--- src/rtl/claim_decode_cfg.svh ---
/*
 * Constants for the bridge claim decoder: command codes, special cycle
 * request fields and address field offsets.
 * Assumes inclusion by bare name from the decoder and the bench modules.
 */
`ifndef CLAIM_DECODE_CFG_SVH
`define CLAIM_DECODE_CFG_SVH

`define CMD_INT_ACK      4'h0
`define CMD_SPECIAL      4'h1
`define CMD_IO_READ      4'h2
`define CMD_IO_WRITE     4'h3
`define CMD_MEM_READ     4'h6
`define CMD_MEM_WRITE    4'h7
`define CMD_CFG_READ     4'hA
`define CMD_CFG_WRITE    4'hB
`define CMD_MEM_RD_MULT  4'hC
`define CMD_DUAL_ADDR    4'hD
`define CMD_MEM_RD_LINE  4'hE
`define CMD_MEM_WR_INV   4'hF

`define SPC_DEVICE       5'h1F
`define SPC_FUNCTION     3'h7
`define CFG_TYPE1        2'h1

`define ADDR_DEV_LSB     11
`define ADDR_FUNC_LSB    8
`define ADDR_BUS_LSB     16

`endif

--- src/rtl/claim_decode_pkg.sv ---
/*
 * Types shared by the claim decoder.
 * Assumes claim_decode_cfg.svh is on the include path.
 */
package claim_decode_pkg;

    typedef enum logic [2:0]
    {
        ACT_IGNORE    = 3'h1,
        ACT_CLAIM     = 3'h2,
        ACT_CLAIM_SPC = 3'h4
    } action_t;

    typedef struct packed
    {
        logic        valid;
        logic [3:0]  cmd;
        logic [31:0] addr;
    } addr_phase_t;

    typedef struct packed
    {
        logic [7:0]  pri_bus;
        logic [7:0]  sec_bus;
        logic [7:0]  sub_bus;
        logic [31:0] mem_base;
        logic [31:0] mem_limit;
        logic [31:0] io_base;
        logic [31:0] io_limit;
    } window_cfg_t;

    typedef struct packed
    {
        logic        valid;
        action_t     act;
        logic        dac;
        logic        upstream_cfg;
        logic [7:0]  bus;
    } decision_t;

endpackage : claim_decode_pkg

--- src/rtl/claim_decode.sv ---
/*
 * Secondary-bus claim decoder and per-cycle response tracker of a two-port
 * bridge. Decides ignore / claim / claim-as-special per address phase and
 * drives the device select and retry of both ports.
 * Assumes address phases are presented synchronous to clk_i, one cycle
 * wide, on the first frame cycle; window settings are held stable.
 */
`timescale 1ns/100ps
`default_nettype none
`include "claim_decode_cfg.svh"

// Functional notes
// - secondary special cycle is never claimed, left unanswered.
// - secondary I/O and memory reads use the inverse of the primary-side window decision.
// - other memory commands decode exactly like memory read.
// - secondary config reads and Type 0 config writes are ignored.
// - secondary Type 1 config write that is no special request: ignore.
// - special request to primary bus is claimed, reissued as special cycle.
// - special request to a foreign bus is forwarded as Type 1 write.
// - special request into secondary..subordinate range is ignored.
// - primary master to primary target: bridge silent, watches select.
// - primary master to downstream target: select, post or retry.
// - after forwarding, wait for the identical repeat, then complete.
// - primary cycle to no target: no answer, master abort follows.
// - secondary cycle to local or unknown target: no answer.
// - secondary cycle going upstream: select, post or retry, forward.
// - primary memory inside forwarded window is claimed, else ignored.
module claim_decode
    import claim_decode_pkg::*;
(
    input  wire logic        clk_i,
    input  wire logic        rst_n_i,
    input  wire window_cfg_t cfg_i,
    input  wire addr_phase_t sec_addr_i,
    input  wire addr_phase_t pri_addr_i,
    input  wire logic        pri_other_devsel_i,
    input  wire logic        postable_i,
    input  wire logic        fwd_done_i,
    output decision_t        sec_dec_o,
    output logic             sec_device_select_n_o,
    output logic             sec_retry_o,
    output logic             primary_device_select_n_o,
    output logic             pri_retry_o,
    output logic             fwd_req_o
);

    typedef enum logic [2:0]
    {
        ST_IDLE = 3'h1,
        ST_FWD  = 3'h2,
        ST_WAIT = 3'h4
    } fwd_state_t;

    typedef struct packed
    {
        decision_t   sdec;
        logic        dac_pend;
        logic        s_sel;
        logic        s_retry;
        logic        p_sel;
        logic        p_retry;
        fwd_state_t  st;
        addr_phase_t held;
    } state_t;

    state_t st_r;
    state_t st_nxt;

    logic [7:0] s_bus;
    logic       s_in_range;
    logic       s_spc_req;
    logic       s_type1;
    logic       s_mem_in;
    logic       s_io_in;
    logic       p_mem_in;
    logic       p_io_in;
    logic       s_mem_cmd;
    logic       p_mem_cmd;
    logic       s_io_cmd;
    logic       p_io_cmd;

    assign s_bus      = sec_addr_i.addr[`ADDR_BUS_LSB +: 8];
    assign s_in_range = (s_bus >= cfg_i.sec_bus) && (s_bus <= cfg_i.sub_bus);
    assign s_type1    = sec_addr_i.addr[1:0] == `CFG_TYPE1;
    assign s_spc_req  = s_type1
                     && sec_addr_i.addr[`ADDR_DEV_LSB +: 5] == `SPC_DEVICE
                     && sec_addr_i.addr[`ADDR_FUNC_LSB +: 3] == `SPC_FUNCTION;

    function automatic logic is_mem(input logic [3:0] c);
        is_mem = c == `CMD_MEM_READ || c == `CMD_MEM_WRITE
              || c == `CMD_MEM_RD_MULT || c == `CMD_MEM_RD_LINE
              || c == `CMD_MEM_WR_INV;
    endfunction : is_mem

    assign s_mem_cmd = is_mem(sec_addr_i.cmd);
    assign p_mem_cmd = is_mem(pri_addr_i.cmd);
    assign s_io_cmd  = sec_addr_i.cmd == `CMD_IO_READ
                    || sec_addr_i.cmd == `CMD_IO_WRITE;
    assign p_io_cmd  = pri_addr_i.cmd == `CMD_IO_READ
                    || pri_addr_i.cmd == `CMD_IO_WRITE;

    range_check #(.WIDTH(32)) u_s_mem (.value_i(sec_addr_i.addr),
        .base_i(cfg_i.mem_base), .limit_i(cfg_i.mem_limit),
        .inside_o(s_mem_in));
    range_check #(.WIDTH(32)) u_s_io (.value_i(sec_addr_i.addr),
        .base_i(cfg_i.io_base), .limit_i(cfg_i.io_limit),
        .inside_o(s_io_in));
    range_check #(.WIDTH(32)) u_p_mem (.value_i(pri_addr_i.addr),
        .base_i(cfg_i.mem_base), .limit_i(cfg_i.mem_limit),
        .inside_o(p_mem_in));
    range_check #(.WIDTH(32)) u_p_io (.value_i(pri_addr_i.addr),
        .base_i(cfg_i.io_base), .limit_i(cfg_i.io_limit),
        .inside_o(p_io_in));

    always_comb
    begin
        st_nxt = st_r;
        st_nxt.sdec.valid = 1'b0;
        st_nxt.s_sel   = 1'b0;
        st_nxt.s_retry = 1'b0;
        st_nxt.p_sel   = 1'b0;
        st_nxt.p_retry = 1'b0;
        // a new address phase is only seen when frame opens a cycle
        if (sec_addr_i.valid)
        begin
            st_nxt.sdec.valid        = 1'b1;
            st_nxt.sdec.act          = ACT_IGNORE;
            st_nxt.sdec.dac          = st_r.dac_pend;
            st_nxt.sdec.upstream_cfg = 1'b0;
            st_nxt.sdec.bus          = s_bus;
            st_nxt.dac_pend          = 1'b0;
            unique case (sec_addr_i.cmd)
                `CMD_DUAL_ADDR:
                begin
                    st_nxt.dac_pend   = 1'b1;
                    st_nxt.sdec.valid = 1'b0;
                end
                `CMD_IO_READ, `CMD_IO_WRITE:
                    // inside the downstream window the target is local
                    if (!s_io_in)
                        st_nxt.sdec.act = ACT_CLAIM;
                `CMD_MEM_READ, `CMD_MEM_WRITE, `CMD_MEM_RD_MULT,
                `CMD_MEM_RD_LINE, `CMD_MEM_WR_INV:
                    if (!s_mem_in || st_r.dac_pend)
                        st_nxt.sdec.act = ACT_CLAIM;
                `CMD_CFG_WRITE:
                    if (s_spc_req)
                    begin
                        if (s_bus == cfg_i.pri_bus)
                            st_nxt.sdec.act = ACT_CLAIM_SPC;
                        else if (!s_in_range)
                        begin
                            st_nxt.sdec.act          = ACT_CLAIM;
                            st_nxt.sdec.upstream_cfg = 1'b1;
                        end
                    end // else
                default:
                    st_nxt.sdec.act = ACT_IGNORE;
            endcase
            if (st_nxt.sdec.valid && st_nxt.sdec.act != ACT_IGNORE)
            begin
                st_nxt.s_sel = 1'b1;
                if (!postable_i || st_nxt.sdec.act == ACT_CLAIM_SPC)
                    st_nxt.s_retry = 1'b1;
            end
        end
        if (pri_addr_i.valid && !pri_other_devsel_i)
        begin
            if ((p_mem_cmd && p_mem_in) || (p_io_cmd && p_io_in))
            begin
                st_nxt.p_sel = 1'b1;
                if (st_r.st == ST_WAIT && pri_addr_i == st_r.held)
                    st_nxt.st = ST_IDLE;
                else if (!postable_i)
                begin
                    st_nxt.p_retry = 1'b1;
                    if (st_r.st == ST_IDLE)
                    begin
                        st_nxt.st   = ST_FWD;
                        st_nxt.held = pri_addr_i;
                    end
                end
            end // else silent
        end
        unique case (st_r.st)
            ST_FWD:  if (fwd_done_i) st_nxt.st = ST_WAIT;
            ST_IDLE, ST_WAIT: ;
        endcase
    end

    always_ff @(posedge clk_i)
    begin
        if (!rst_n_i)
        begin
            st_r <= '0;
            st_r.sdec.act <= ACT_IGNORE;
            st_r.st <= ST_IDLE;
        end
        else
            st_r <= st_nxt;
    end

    assign sec_dec_o                 = st_r.sdec;
    assign sec_device_select_n_o     = ~st_r.s_sel;
    assign sec_retry_o               = st_r.s_retry;
    assign primary_device_select_n_o = ~st_r.p_sel;
    assign pri_retry_o               = st_r.p_retry;
    assign fwd_req_o                 = st_r.st == ST_FWD;
endmodule : claim_decode

`default_nettype wire

--- src/rtl/range_check.sv ---
/*
 * Address range comparator for the forwarding windows.
 * Assumes base and limit are inclusive; empty when base > limit.
 */
`timescale 1ns/100ps
`default_nettype none

module range_check
#(
    parameter int WIDTH = 32
)
(
    input  wire logic [WIDTH-1:0] value_i,
    input  wire logic [WIDTH-1:0] base_i,
    input  wire logic [WIDTH-1:0] limit_i,
    output logic                  inside_o
);

    assign inside_o = (value_i >= base_i) && (value_i <= limit_i);

endmodule : range_check

`default_nettype wire

--- config.mk ---
export PLATFORM = sky130hd
export DESIGN_NAME = claim_decode
export DESIGN_NICKNAME = d
export VERILOG_FILES = /design/src/rtl/claim_decode_pkg.sv /design/src/rtl/claim_decode.sv /design/src/rtl/range_check.sv
export VERILOG_INCLUDE_DIRS = /design/src /design/src/rtl
export SDC_FILE = /design/constraint.sdc
export NUM_CORES = 1
export LEC_CHECK = 0
export BUFFER_PORTS_ARGS = -buffer_cell sky130_fd_sc_hd__buf_4
export CORE_MARGIN = 4
export CORE_UTILIZATION = 35
export DETAILED_ROUTE_END_ITERATION = 8
export REMOVE_ABC_BUFFERS = 1
export SETUP_SLACK_MARGIN = 0.2
export SYNTH_ARGS = -nofsm -noshare
export SYNTH_HDL_FRONTEND = slang
export SYNTH_SLANG_ARGS = --single-unit
--- constraint.sdc ---
create_clock -name clk_i -period 3.5 [get_ports clk_i]
set_input_delay 0.7 -clock clk_i [delete_from_list [all_inputs] [get_ports clk_i]]
set_output_delay 0.7 -clock clk_i [all_outputs]
set_load 0.005 [all_outputs]
======== Word-level counts from Yosys, hierarchy flattened ========
Index checks and enable logic that the tools add are counted.
operators by class
  $add $sub $neg .......................... 0
  multiply operators ...................... 0
  div/mod/pow operators ................... 0
  order comparisons ....................... 10
  equality and inequality tests ........... 26
  shift-type cells ........................ 0
  muxes and demuxes ....................... 25
  bitwise logic cells ..................... 7
  reductions and logical operators ........ 30
operator list
  kind                                                  count
  greater-or-equal comparator 32 bit                    4
  less-or-equal comparator 32 bit                       4
  2-to-1 mux 40 bit                                     2
  2-to-1 mux 42 bit                                     1
  2-to-1 mux 41 bit                                     1
  equality test 37 bit                                  1
  2-to-1 mux 37 bit                                     1
  equality test 4 bit (second input constant)           8
  2-to-1 mux 3 bit                                      6
  equality test 4 x 2 -> 1 bit (second input constant)  4
  equality test 4 x 3 -> 1 bit (second input constant)  4
  logical AND 1 bit                                     12
  equality test 3 bit (second input constant)           3
  2-to-1 mux 1 bit                                      9
  case mux 3 bit (3 select lines)                       1
  equality test 8 bit                                   1
  greater-or-equal comparator 8 bit                     1
  less-or-equal comparator 8 bit                        1
  logical OR 1 bit                                      8
  2-to-1 mux 2 bit                                      4
  inverter 1 bit                                        7
  equality test 5 bit (second input constant)           1
  AND reduction 5 bit                                   1
  OR reduction 5 bit                                    1
  9 further kinds                                       12
word-level totals
  flip-flop bits (word level) ............. 59
  latch bits .............................. 0
  RAM bits ................................ 0
  ROM bits ................................ 0
  input bits .............................. 231
  output and inout port bits .............. 19
  logic and storage cells ................. 112
  memories ................................ 0

======== Logic depth before layout (Yosys ltp) ========
Gate-level depths: netlist of run 1.
  depth in word-level cells ............... 11
  gate-level depth with buffers ........... 12
  depth with buffers taken out ............ 10

======== Modules after synthesis ========
From an unflattened synthesis of run 1, not the netlist that was laid out.
unflattened totals
  cells, all modules ...................... 1,257
  area total of the unflattened synthesis .. 9,798.1 um2
by module, submodules not included
  module                    instances  cells each  area an instance (um2)
  range_check (u_p_io ...)  3          226         1,604.0
  claim_decode              1          353         3,380.7
  range_check (u_p_mem)     1          226         1,605.3

======== Worst setup path after synthesis of run 1 ========
No wires, ideal clock.
  path type ............................... input port to flip-flop
  start ................................... input port cfg_i[78] in the netlist's numbering
  end ..................................... register st_r[31] in the netlist's numbering
  library setup time ...................... 0.072 ns
  arrival ................................. 2.910 ns
  required time ........................... 3.428 ns
  setup slack ............................. 0.519 ns
  stages .................................. 12
  buffers on the path ..................... 2
  cell sequence ........................... inv_1 -> ha_1 -> nand4_1 -> or4_1 -> nor2_1 -> nor2_1 -> a21oi_1 -> a32oi_2 -> nor3_4 -> buf_6 -> buf_8 -> mux2i_1
between the ends
  word-level cells in the longest chain between the ends .. 5
ends and longest elaborated chain
  what                             line                 RTL
  start: declaration               claim_decode.sv:33   input wire window_cfg_t cfg_i,
  less-or-equal comparator 32 bit  range_check.sv:19    assign inside_o = (value_i >= base_i) && (value_i <= limit_i);
  logical AND 1 bit                range_check.sv:19
  logical AND 1 bit                claim_decode.sv:169  if ((p_mem_cmd && p_mem_in) || (p_io_cmd && p_io_in))
  logical OR 1 bit                 claim_decode.sv:169
  AND reduction 5 bit (no line)    --
  end signal: assignment           claim_decode.sv:200  st_r <= st_nxt;
  end: declaration                 claim_decode.sv:66   state_t st_r;
No other way between the ends.
A chain may end at the register's enable or synchronous reset.

======== Final worst setup path of run 1 ========
  start ................................... input port cfg_i[46] in the netlist's numbering
  end ..................................... register st_r[3] in the netlist's numbering
between the ends
  word-level cells in the longest chain between the ends .. 5
ends and longest elaborated chain
  what                                line
  greater-or-equal comparator 32 bit  range_check.sv:19
  logical AND 1 bit                   range_check.sv:19
  logical AND 1 bit                   claim_decode.sv:169
  logical OR 1 bit                    claim_decode.sv:169
  AND reduction 5 bit (no line)       --
No other way between the ends.

==> flow_summary.json, run 1 <==
{
  "synthAdderAreaFrac_pct": 36.58,
  "core-area_sq_um": 26130,
  "syn-mean-instance-area_sq_um": 7.917,
  "fin_crit_sh_pct": 90.82,
  "tns_ns": 0,
  "routabilityCongestion": 0.8851,
  "drv_cap": 0,
  "worstSetupPathType": "input port to flop",
  "place_area_sq_um": 11990,
  "drive_gt1_share_pct": 23.41,
  "hold_depth": 2,
  "grt_max_degree": 59,
  "hold_viol": 0,
  "synth_top_family_by_area": "adder cells",
  "synth_edf_count": 0,
  "numPortBuffers": 249,
  "maxSlewViolCount": 0,
  "rsz0062_at_grt": "no",
  "die_y_microns": 171.0,
  "fin_area_sq_um": 12340,
  "fp-row-count": 59,
  "synthSimpleGateAreaFrac_pct": 17.70,
  "synth-seq-area-share_pct": 12.70,
  "synth_top_area_share_pct": 36.58,
  "required_ns": 3.72,
  "ctsHoldBuffers": 0,
  "yosysTopAreaCell": "ha_1",
  "cts.clk_slew.worst_paths_ns": 0.06,
  "critPathArrivalTime_ns": 3.39,
  "ios": 250,
  "synth_area_leaders": "ha_1, dfxtp_1, inv_1, nand2_1, a21oi_1",
  "antenna_found_initial": 0,
  "cp_max_fo": 14,
  "track_usage_pct": 22.55,
  "drcViolationCount": 0,
  "wl_per_cell_microns": 18.80,
  "numCtsBuffers": 9,
  "grt_pass1_vias": 9619,
  "dp_hpwl_microns": 30020,
  "crit_start": "cfg_i[46]",
  "setup_viol": 0,
  "slew_headroom_pct": 53.56,
  "synth_most_common_cell": "ha_1",
  "antenna_cells": 0,
  "synth-seq-cells": 59,
  "htreeDepth": 3,
  "cts_root_buf": "clkbuf_16",
  "synth_compound_area_share_pct": 15.56,
  "overflow": 0,
  "clock.fmax_mhz": 314.6,
  "drt-total-wl_microns": 34170,
  "drt-pass1-iter-count": 5,
  "skew_ns": 0.003281,
  "ctsLongestPathBuffers": 2,
  "drt_iter0_drc": 581,
  "worstHoldStart": "st_r[30]",
  "worstMarginPinSlew_ns": 0.6919,
  "fin_crit_ns": 3.179,
  "synth_cell_type_count": 57,
  "power.density_nw_per_um2": 232.5,
  "syn_area_sq_um": 9303,
  "initial_core_util_pct": 35.60,
  "vdd_drop_max_mv": 0.1779,
  "reg2regPathDepth": 8,
  "synth_cells": 1175,
  "cp-end-kind": "flop",
  "dr_total_vias": 9588,
  "yosys_warnings": 0,
  "die_w_microns": 171.0,
  "cts_tree": "yes",
  "clkLatencyLatePin_ns": 0.33,
  "cts_sinks": 59,
  "muxShareOfSynthArea_pct": 4.950,
  "ys_top_cells_by_count": "ha_1, inv_1, nand2_1",
  "layout.nets": 1980,
  "synth-xor-area-share_pct": 4.237,
  "die-area_sq_um": 29250,
  "synth_ff_type": "dfxtp_1",
  "ant_nets": 0,
  "status": "completed",
  "hold_class": "flop to flop",
  "p_leak_nw": 6.490,
  "syn2layout_area_growth_pct": 32.67,
  "cp-start-kind": "input port",
  "grt_pass1_wl_microns": 51690,
  "vias_per_cell": 5.277,
  "synthArstFlopShare_pct": 0,
  "worstReg2RegStart": "st_r[44]"
}
layout by cell type, fill, tap and decap left out, types with 16 or more instances in the layout:
cell type,n
nand4_1,42
nor2b_1,19
ha_1,272
a21oi_1,104
nor4_1,16
o21ai_0,48
inv_1,154
dfxtp_1,59
nand2_1,141
buf_4,317
mux2i_1,46
xor2_1,36
nand3_1,33
nor2_1,32
sequential cells by signal, summed over array words and instances, names as in the netlist:
name and cells:
pri_retry_o 1, st_r 43, sec_retry_o 1, sec_dec_o 14
report_power, final:
part / total (mW) / switching, mW / leakage, nW / internal (mW)
combinational: 1.21 / 0.643 / 5.85 / 0.570
clock: 0.964 / 0.336 / 0.160 / 0.627
sequential: 0.694 / 0.00771 / 0.478 / 0.686
stage by stage:
stage	cells	setup slack, ns	total power [mW]	hold WS [ns]	utilization, %
after global routing	1817	0.2047	3.060	0.4846	47.23
after floorplan	1145	-0.4222	1.298	0.4465	-
after detailed placement	1801	-0.1336	1.904	0.4617	45.88
after global placement	1801	-0.1055	1.881	0.4533	45.88
final	1817	0.3214	2.870	0.4672	47.23
after CTS	1817	0.2083	2.872	0.4715	47.13
critical path, cell delays in order:
cell	delay, ns
buf_4	0.11
inv_1	0.14
ha_1	0.25
o21ai_0	0.21
a21oi_1	0.10
a2111o_1	0.43
a211oi_2	0.31
buf_4	0.16
o21ai_0	0.10
a32oi_2	0.34
nor3_4	0.09
buf_12	0.17
buf_4	0.16
mux2i_1	0.12
worst paths after layout:
| check | end | slack [ns] |
|---|---|---|
| setup / recovery | st_r[3] | 0.32 |
| hold / removal | st_r[30] | 0.47 |
| setup reg to reg | sec_dec_o[11] | 1.19 |
| hold reg to reg | st_r[30] | 0.47 |
layout make-up:
cell class	count	area, sq um
clock buffer	9	225.2
clock inverter	7	100.1
fill	2648	13790
inverter	154	578.1
multi-input combinational	932	7378
sequential	59	1181
tap	335	419.2
timing repair buffer	321	2460
cells by family after synthesis:
logic type               Yosys count
XOR/XNOR                          45
flip-flops                        59
adder cells (fa/ha/maj)          272
AND/OR/NAND/NOR                  332
AO/OA/AOI/OAI                    237
multiplexers                      46
buffers and inverters            184
metal layers:
metal | part of all wire, % | track usage (%) | up-vias
met2 | 46 | 37.81 | 335
li1 | - | - | 4845
met1 | 45 | 29.90 | 4355
met4 | 3.1 | 7.165 | 0
met5 | 0 | 0 | -
met3 | 6.4 | 3.235 | 53
timing repair:
item / in CTS / in global routing
setup buffers: 0 / 0
gates resized for setup: 0 / 7
endpoints found under the hold margin: 0 / 0
setup endpoints to repair: 0 / 34
Note: power is estimated with default switching activity, not from simulation.
==> run 2, diff against run 1 <==
--- a/config.mk
+++ b/config.mk
@@ -6,6 +6,7 @@
 export SDC_FILE = /design/constraint.sdc
 export NUM_CORES = 1
 export LEC_CHECK = 0
+export ABC_CLOCK_PERIOD_IN_PS = 2700
 export BUFFER_PORTS_ARGS = -buffer_cell sky130_fd_sc_hd__buf_4
 export CORE_MARGIN = 4
 export CORE_UTILIZATION = 35
==> constraint.sdc (replaced) <==
create_clock -name clk_i -period 2.7 [get_ports clk_i]
set_input_delay 0.54 -clock clk_i [delete_from_list [all_inputs] [get_ports clk_i]]
set_output_delay 0.54 -clock clk_i [all_outputs]
set_load 0.005 [all_outputs]
==> flow_summary.json, run 2 (synthesis results as in run 1) <==
{
  "status": "finished with violations",
  "violations": "negative setup slack",
  "numPortBuffers": 249,
  "met3_length_microns": 2175,
  "clkLatencyLatePin_ns": 0.34,
  "htreeDepth": 3,
  "whs_ns": 0.4474,
  "initial_core_util_pct": 35.60,
  "power.density_nw_per_um2": 276.8,
  "hold_viol": 0,
  "drcViolationCount": 0,
  "die_w_microns": 171.0,
  "crit_slowest_cell": "or4_4",
  "required_ns": 2.95,
  "numCtsBuffers": 9,
  "rrSetupSlack_ns": 0.61,
  "clock.fmax_mhz": 360.0,
  "path_buf_inv": 4,
  "wl_per_cell_microns": 18.92,
  "worstMarginPinSlew_ns": 0.6754,
  "drt_iter0_drc": 554,
  "fin_ws_ns": -0.07807,
  "drt-total-wl_microns": 37860,
  "cts_sinks": 59,
  "cp-start-kind": "input port",
  "cp_slowest_stage_delay_ns": 0.53,
  "crit_family": "simple AND/OR/NAND/NOR gates",
  "ctsLongestPathBuffers": 2,
  "tns_ns": -1.722,
  "fin_area_sq_um": 15410,
  "wl_met1_microns": 16500,
  "p_leak_nw": 7.500,
  "instances_no_fill": 2001,
  "fp-row-count": 59,
  "drv_cap": 0,
  "ctsHoldBuffers": 0,
  "dp_cells": 1959,
  "worstSetupPathType": "input port to flop",
  "drt-pass1-iter-count": 6,
  "crit_chain": "buf_4 > ha_4 > nand4_1 > or4_4 > nor2_4 > nor2_2 > a21oi_2 > a32oi_2 > buf_4 > nor3_4 > buf_12 > buf_16 > mux2i_2",
  "cts_root_buf": "clkbuf_16",
  "cp_max_fo": 6,
  "fin_crit_sh_pct": 102.9,
  "ant_nets": 0,
  "dr_wl_met2_microns": 18020,
  "antenna_cells": 0,
  "post-place-ws_ns": -0.7218,
  "antenna_found_initial": 2,
  "layout_commonest_cell": "buf_4",
  "overflow": 0,
  "maxSlewViolCount": 0,
  "fin_crit_ns": 2.778,
  "grt_max_degree": 42,
  "largest_register": "st_r",
  "hold_class": "input port to flop",
  "highest_layer": "met5",
  "vdd_drop_max_mv": 0.2806,
  "skew_ns": 0.007553,
  "mostFrequentLayoutCells": "buf_4, ha_1, nand2_1",
  "syn2layout_area_growth_pct": 65.62,
  "cts_tree": "yes",
  "die_y_microns": 171.0,
  "grt_pass1_vias": 10570,
  "die-area_sq_um": 29250,
  "power.total_mw": 4.265,
  "drive_gt1_share_pct": 43.58,
  "cp-end-kind": "flop",
  "rsz0062_at_grt": "yes",
  "critPathArrivalTime_ns": 3.03,
  "slew_headroom_pct": 54.50,
  "routabilityCongestion": 0.9128,
  "grt_pass1_wl_microns": 55720,
  "layout.nets": 2164,
  "cts.clk_slew.worst_paths_ns": 0.05,
  "core-area_sq_um": 26130,
  "dp_hpwl_microns": 30740,
  "place_area_sq_um": 13140,
  "track_usage_pct": 24.17,
  "largest_reg_flops": 43,
  "dr_total_vias": 10520,
  "cpMostUsedCell": "buf_4",
  "vias_per_cell": 5.259,
  "finalCoreUtilization_pct": 58.96,
  "ios": 250,
  "setup_viol": 38
}
==> run 2: cell types whose count changed in the layout (fill, tap and decap cells not counted), sizes merged <==
cell,delta
buf,+184
clkinv,-2
bufinv,-1
clkinvlp,+3
==> run 2: timing repair <==
| action | 4_1_cts | 5_1_grt |
|---|---|---|
| pin swaps | 84 | 67 |
| buffers inserted | 14 | 10 |
| gates resized for setup | 172 | 141 |
| setup endpoints to repair | 46 | 46 |
| cloned | 2 | 0 |
==> run 2: worst paths after layout <==
kind / start / end / depth (start not counted)
max reg2reg: st_r[2] / st_r[38] / 7
min reg2reg: st_r[8] / st_r[8] / 2
max: pri_addr_i[10] / st_r[26] / 13
min: fwd_done_i / st_r[39] / 3
==> run 2: area by class of cell <==
cell class,instances,area (sq um)
Multi-Input combinational cell,932,8871
Sequential cell,59,1181
Inverter,154,609.3
Clock inverter,7,76.32
Timing Repair Buffer,505,4025
Clock buffer,9,225.2
Fill cell,2250,10730
Tap cell,335,419.2
==> run 2: metal layers <==
layer  GRT usage [%]  vias up
met5               0        -
met4           6.511        4
met1           31.04     4869
met2           42.32      373
met3           3.512       66
li1                -     5212
==> run 2: worst register-to-register path, cell delays in order, from the launching register on <==
cell,delay (ns)
dfxtp_1,0.32
xor2_1,0.17
nor4_1,0.42
nand4_1,0.19
nor3_1,0.36
nand2b_1,0.16
o21ai_4,0.20
o21ba_4,0.17
==> run 2: power by group <==
| group | total, mW | leakage [nW] | switching [mW] | internal [mW] |
|---|---|---|---|---|
| clock network | 1.18 | 0.142 | 0.456 | 0.720 |
| registers | 0.899 | 0.478 | 0.00989 | 0.889 |
| logic | 2.19 | 6.88 | 1.06 | 1.13 |
| total | 4.27 | 7.50 | 1.53 | 2.74 |
==> run 3, diff against run 2 <==
--- a/config.mk
+++ b/config.mk
@@ -6,11 +6,13 @@
 export SDC_FILE = /design/constraint.sdc
 export NUM_CORES = 1
 export LEC_CHECK = 0
-export ABC_CLOCK_PERIOD_IN_PS = 2700
+export ABC_CLOCK_PERIOD_IN_PS = 2950
 export BUFFER_PORTS_ARGS = -buffer_cell sky130_fd_sc_hd__buf_4
 export CORE_MARGIN = 4
 export CORE_UTILIZATION = 35
 export DETAILED_ROUTE_END_ITERATION = 8
+export GPL_ROUTABILITY_DRIVEN = 0
+export PLACE_DENSITY_LB_ADDON = 0.15
 export REMOVE_ABC_BUFFERS = 1
 export SETUP_SLACK_MARGIN = 0.2
 export SYNTH_ARGS = -nofsm -noshare
==> constraint.sdc (replaced) <==
create_clock -name clk_i -period 2.95 [get_ports clk_i]
set_input_delay 0.59 -clock clk_i [delete_from_list [all_inputs] [get_ports clk_i]]
set_output_delay 0.59 -clock clk_i [all_outputs]
set_load 0.005 [all_outputs]
==> flow_summary.json, run 3 (synthesis results as in run 1) <==
{
  "status": "completed",
  "mostFrequentLayoutCells": "buf_4, ha_1, nand2_1",
  "reg2regPathDepth": 10,
  "drt_iter0_drc": 455,
  "initial_core_util_pct": 35.60,
  "p_leak_nw": 7.490,
  "cp_slowest_stage_delay_ns": 0.58,
  "fp-row-count": 59,
  "regToRegEndpoint": "sec_dec_o[11]",
  "vdd_drop_max_mv": 0.2695,
  "dp_hpwl_microns": 30520,
  "instances_no_fill": 2002,
  "grt_pass1_wl_microns": 54750,
  "layout.nets": 2166,
  "overflow": 0,
  "drive_gt1_share_pct": 37.61,
  "cts_tree": "yes",
  "ctsLongestPathBuffers": 2,
  "cp_max_fo": 7,
  "setup_viol": 0,
  "skew_ns": 0.003746,
  "rrSetupSlack_ns": 0.84,
  "numCtsBuffers": 9,
  "cts_root_buf": "clkbuf_16",
  "finalCoreUtilization_pct": 56.21,
  "clkLatencyLatePin_ns": 0.33,
  "ctsHoldBuffers": 0,
  "critPathArrivalTime_ns": 3.21,
  "required_ns": 3.21,
  "cts.clk_slew.worst_paths_ns": 0.05,
  "maxSlewViolCount": 0,
  "grt_max_degree": 56,
  "rsz0062_at_grt": "yes",
  "crit_slowest_cell": "or4_4",
  "htreeDepth": 3,
  "syn2layout_area_growth_pct": 57.90,
  "drv_cap": 0,
  "grt_pass1_vias": 10260,
  "antenna_found_initial": 0,
  "drcViolationCount": 0,
  "largest_register": "st_r",
  "nFillCells": 2521,
  "vias_per_cell": 5.107,
  "worstHoldEndpoint": "st_r[35]",
  "dp_cells": 1965,
  "dr_total_vias": 10220,
  "worstSetupPathType": "input port to flop",
  "tns_ns": 0,
  "cts_sinks": 59,
  "power.density_nw_per_um2": 254.1,
  "ios": 250,
  "die_y_microns": 171.0,
  "wl_per_cell_microns": 18.13,
  "worstReg2RegStart": "st_r[44]",
  "hold_depth": 2,
  "drt-pass1-iter-count": 8,
  "core-area_sq_um": 26130,
  "fin_crit_ns": 2.946,
  "fin_crit_sh_pct": 99.88,
  "ant_nets": 0,
  "numPortBuffers": 249,
  "antenna_cells": 0,
  "cp-start-kind": "input port",
  "post-place-ws_ns": -0.7982,
  "hold_viol": 0,
  "drt-total-wl_microns": 36300,
  "die-area_sq_um": 29250,
  "clock.fmax_mhz": 339.4,
  "crit_chain": "buf_4 > inv_2 > ha_1 > nand4_1 > or4_4 > nor2_4 > nor2_2 > a21oi_2 > a32oi_2 > buf_4 > nor3_4 > buf_12 > buf_6 > buf_12 > mux2i_1",
  "slew_headroom_pct": 46.67,
  "hold_class": "flop to flop",
  "cp-end-kind": "flop",
  "largest_reg_flops": 43,
  "crit_family": "simple AND/OR/NAND/NOR gates",
  "fin_ws_ns": 0.003501,
  "layout_commonest_cell": "buf_4",
  "die_w_microns": 171.0,
  "track_usage_pct": 23.80,
  "path_buf_inv": 6,
  "worstMarginPinSlew_ns": 0.7915,
  "worstHoldStart": "st_r[35]"
}
==> run 3: worst max path at each step <==
stage                         startpoint        to  slack [ns]  depth (start not counted)
after detailed placement  pri_addr_i[31]  st_r[33]       -0.80                         12
after global routing      pri_addr_i[11]   st_r[9]       -0.14                         15
after global placement    pri_addr_i[31]  st_r[23]       -0.66                         12
after floorplan                cfg_i[78]  st_r[38]       -0.86                         10
final                      pri_addr_i[0]   st_r[9]       0.004                         15
after CTS                 pri_addr_i[15]  st_r[13]        0.08                         15
==> run 3: report_power, final <==
part           total [mW]  internal [mW]  switching (mW)  leakage, nW
logic                1.84          0.949           0.895         6.87
registers           0.823          0.814         0.00887        0.478
clock network        1.06          0.693           0.372        0.144
==> run 3: tightest hold or removal path, stage by stage (launching register included) <==
cell and delay [ns]:
dfxtp_1 0.32, nand2_1 0.05, mux2i_1 0.05
==> run 3: cell type report <==
| type | instances | area (sq um) | area share [%] |
|---|---|---|---|
| Multi-Input combinational cell | 932 | 8130 | 55.35 |
| Timing Repair Buffer | 507 | 4045 | 27.54 |
| Sequential cell | 59 | 1181 | 8.041 |
| Inverter | 154 | 610.6 | 4.157 |
| Tap cell | 335 | 419.2 | 2.853 |
| Clock buffer | 11 | 252.7 | 1.721 |
| Clock inverter | 4 | 50.05 | 0.3407 |
==> run 3: what timing repair did <==
| item | CTS | global route |
|---|---|---|
| setup buffers | 16 | 4 |
| gates cloned | 1 | 1 |
| gates resized for setup | 128 | 72 |
| hold endpoints to repair | 0 | 0 |
| endpoints found under the setup margin | 46 | 45 |
| pin swaps | 52 | 31 |
==> run 3: metal layers <==
| metal | wire, microns | GRT usage [%] | vias to the layer above |
|---|---|---|---|
| met4 | 761 | 5.546 | 0 |
| met3 | 1921 | 2.796 | 33 |
| met5 | 0 | 0 | - |
| met1 | 16240 | 31.85 | 4695 |
| met2 | 17380 | 41.02 | 290 |
| li1 | - | - | 5206 |
==> run 3: through the flow <==
step	cell area, sq um	hold slack, ns	total power, mW
CTS	14280	0.4710	3.655
detailed placement	13180	0.4615	2.459
finish	14690	0.4681	3.733
global placement	13180	0.4535	2.428
global route	14690	0.4801	3.973
floorplan	9111	0.4465	1.539
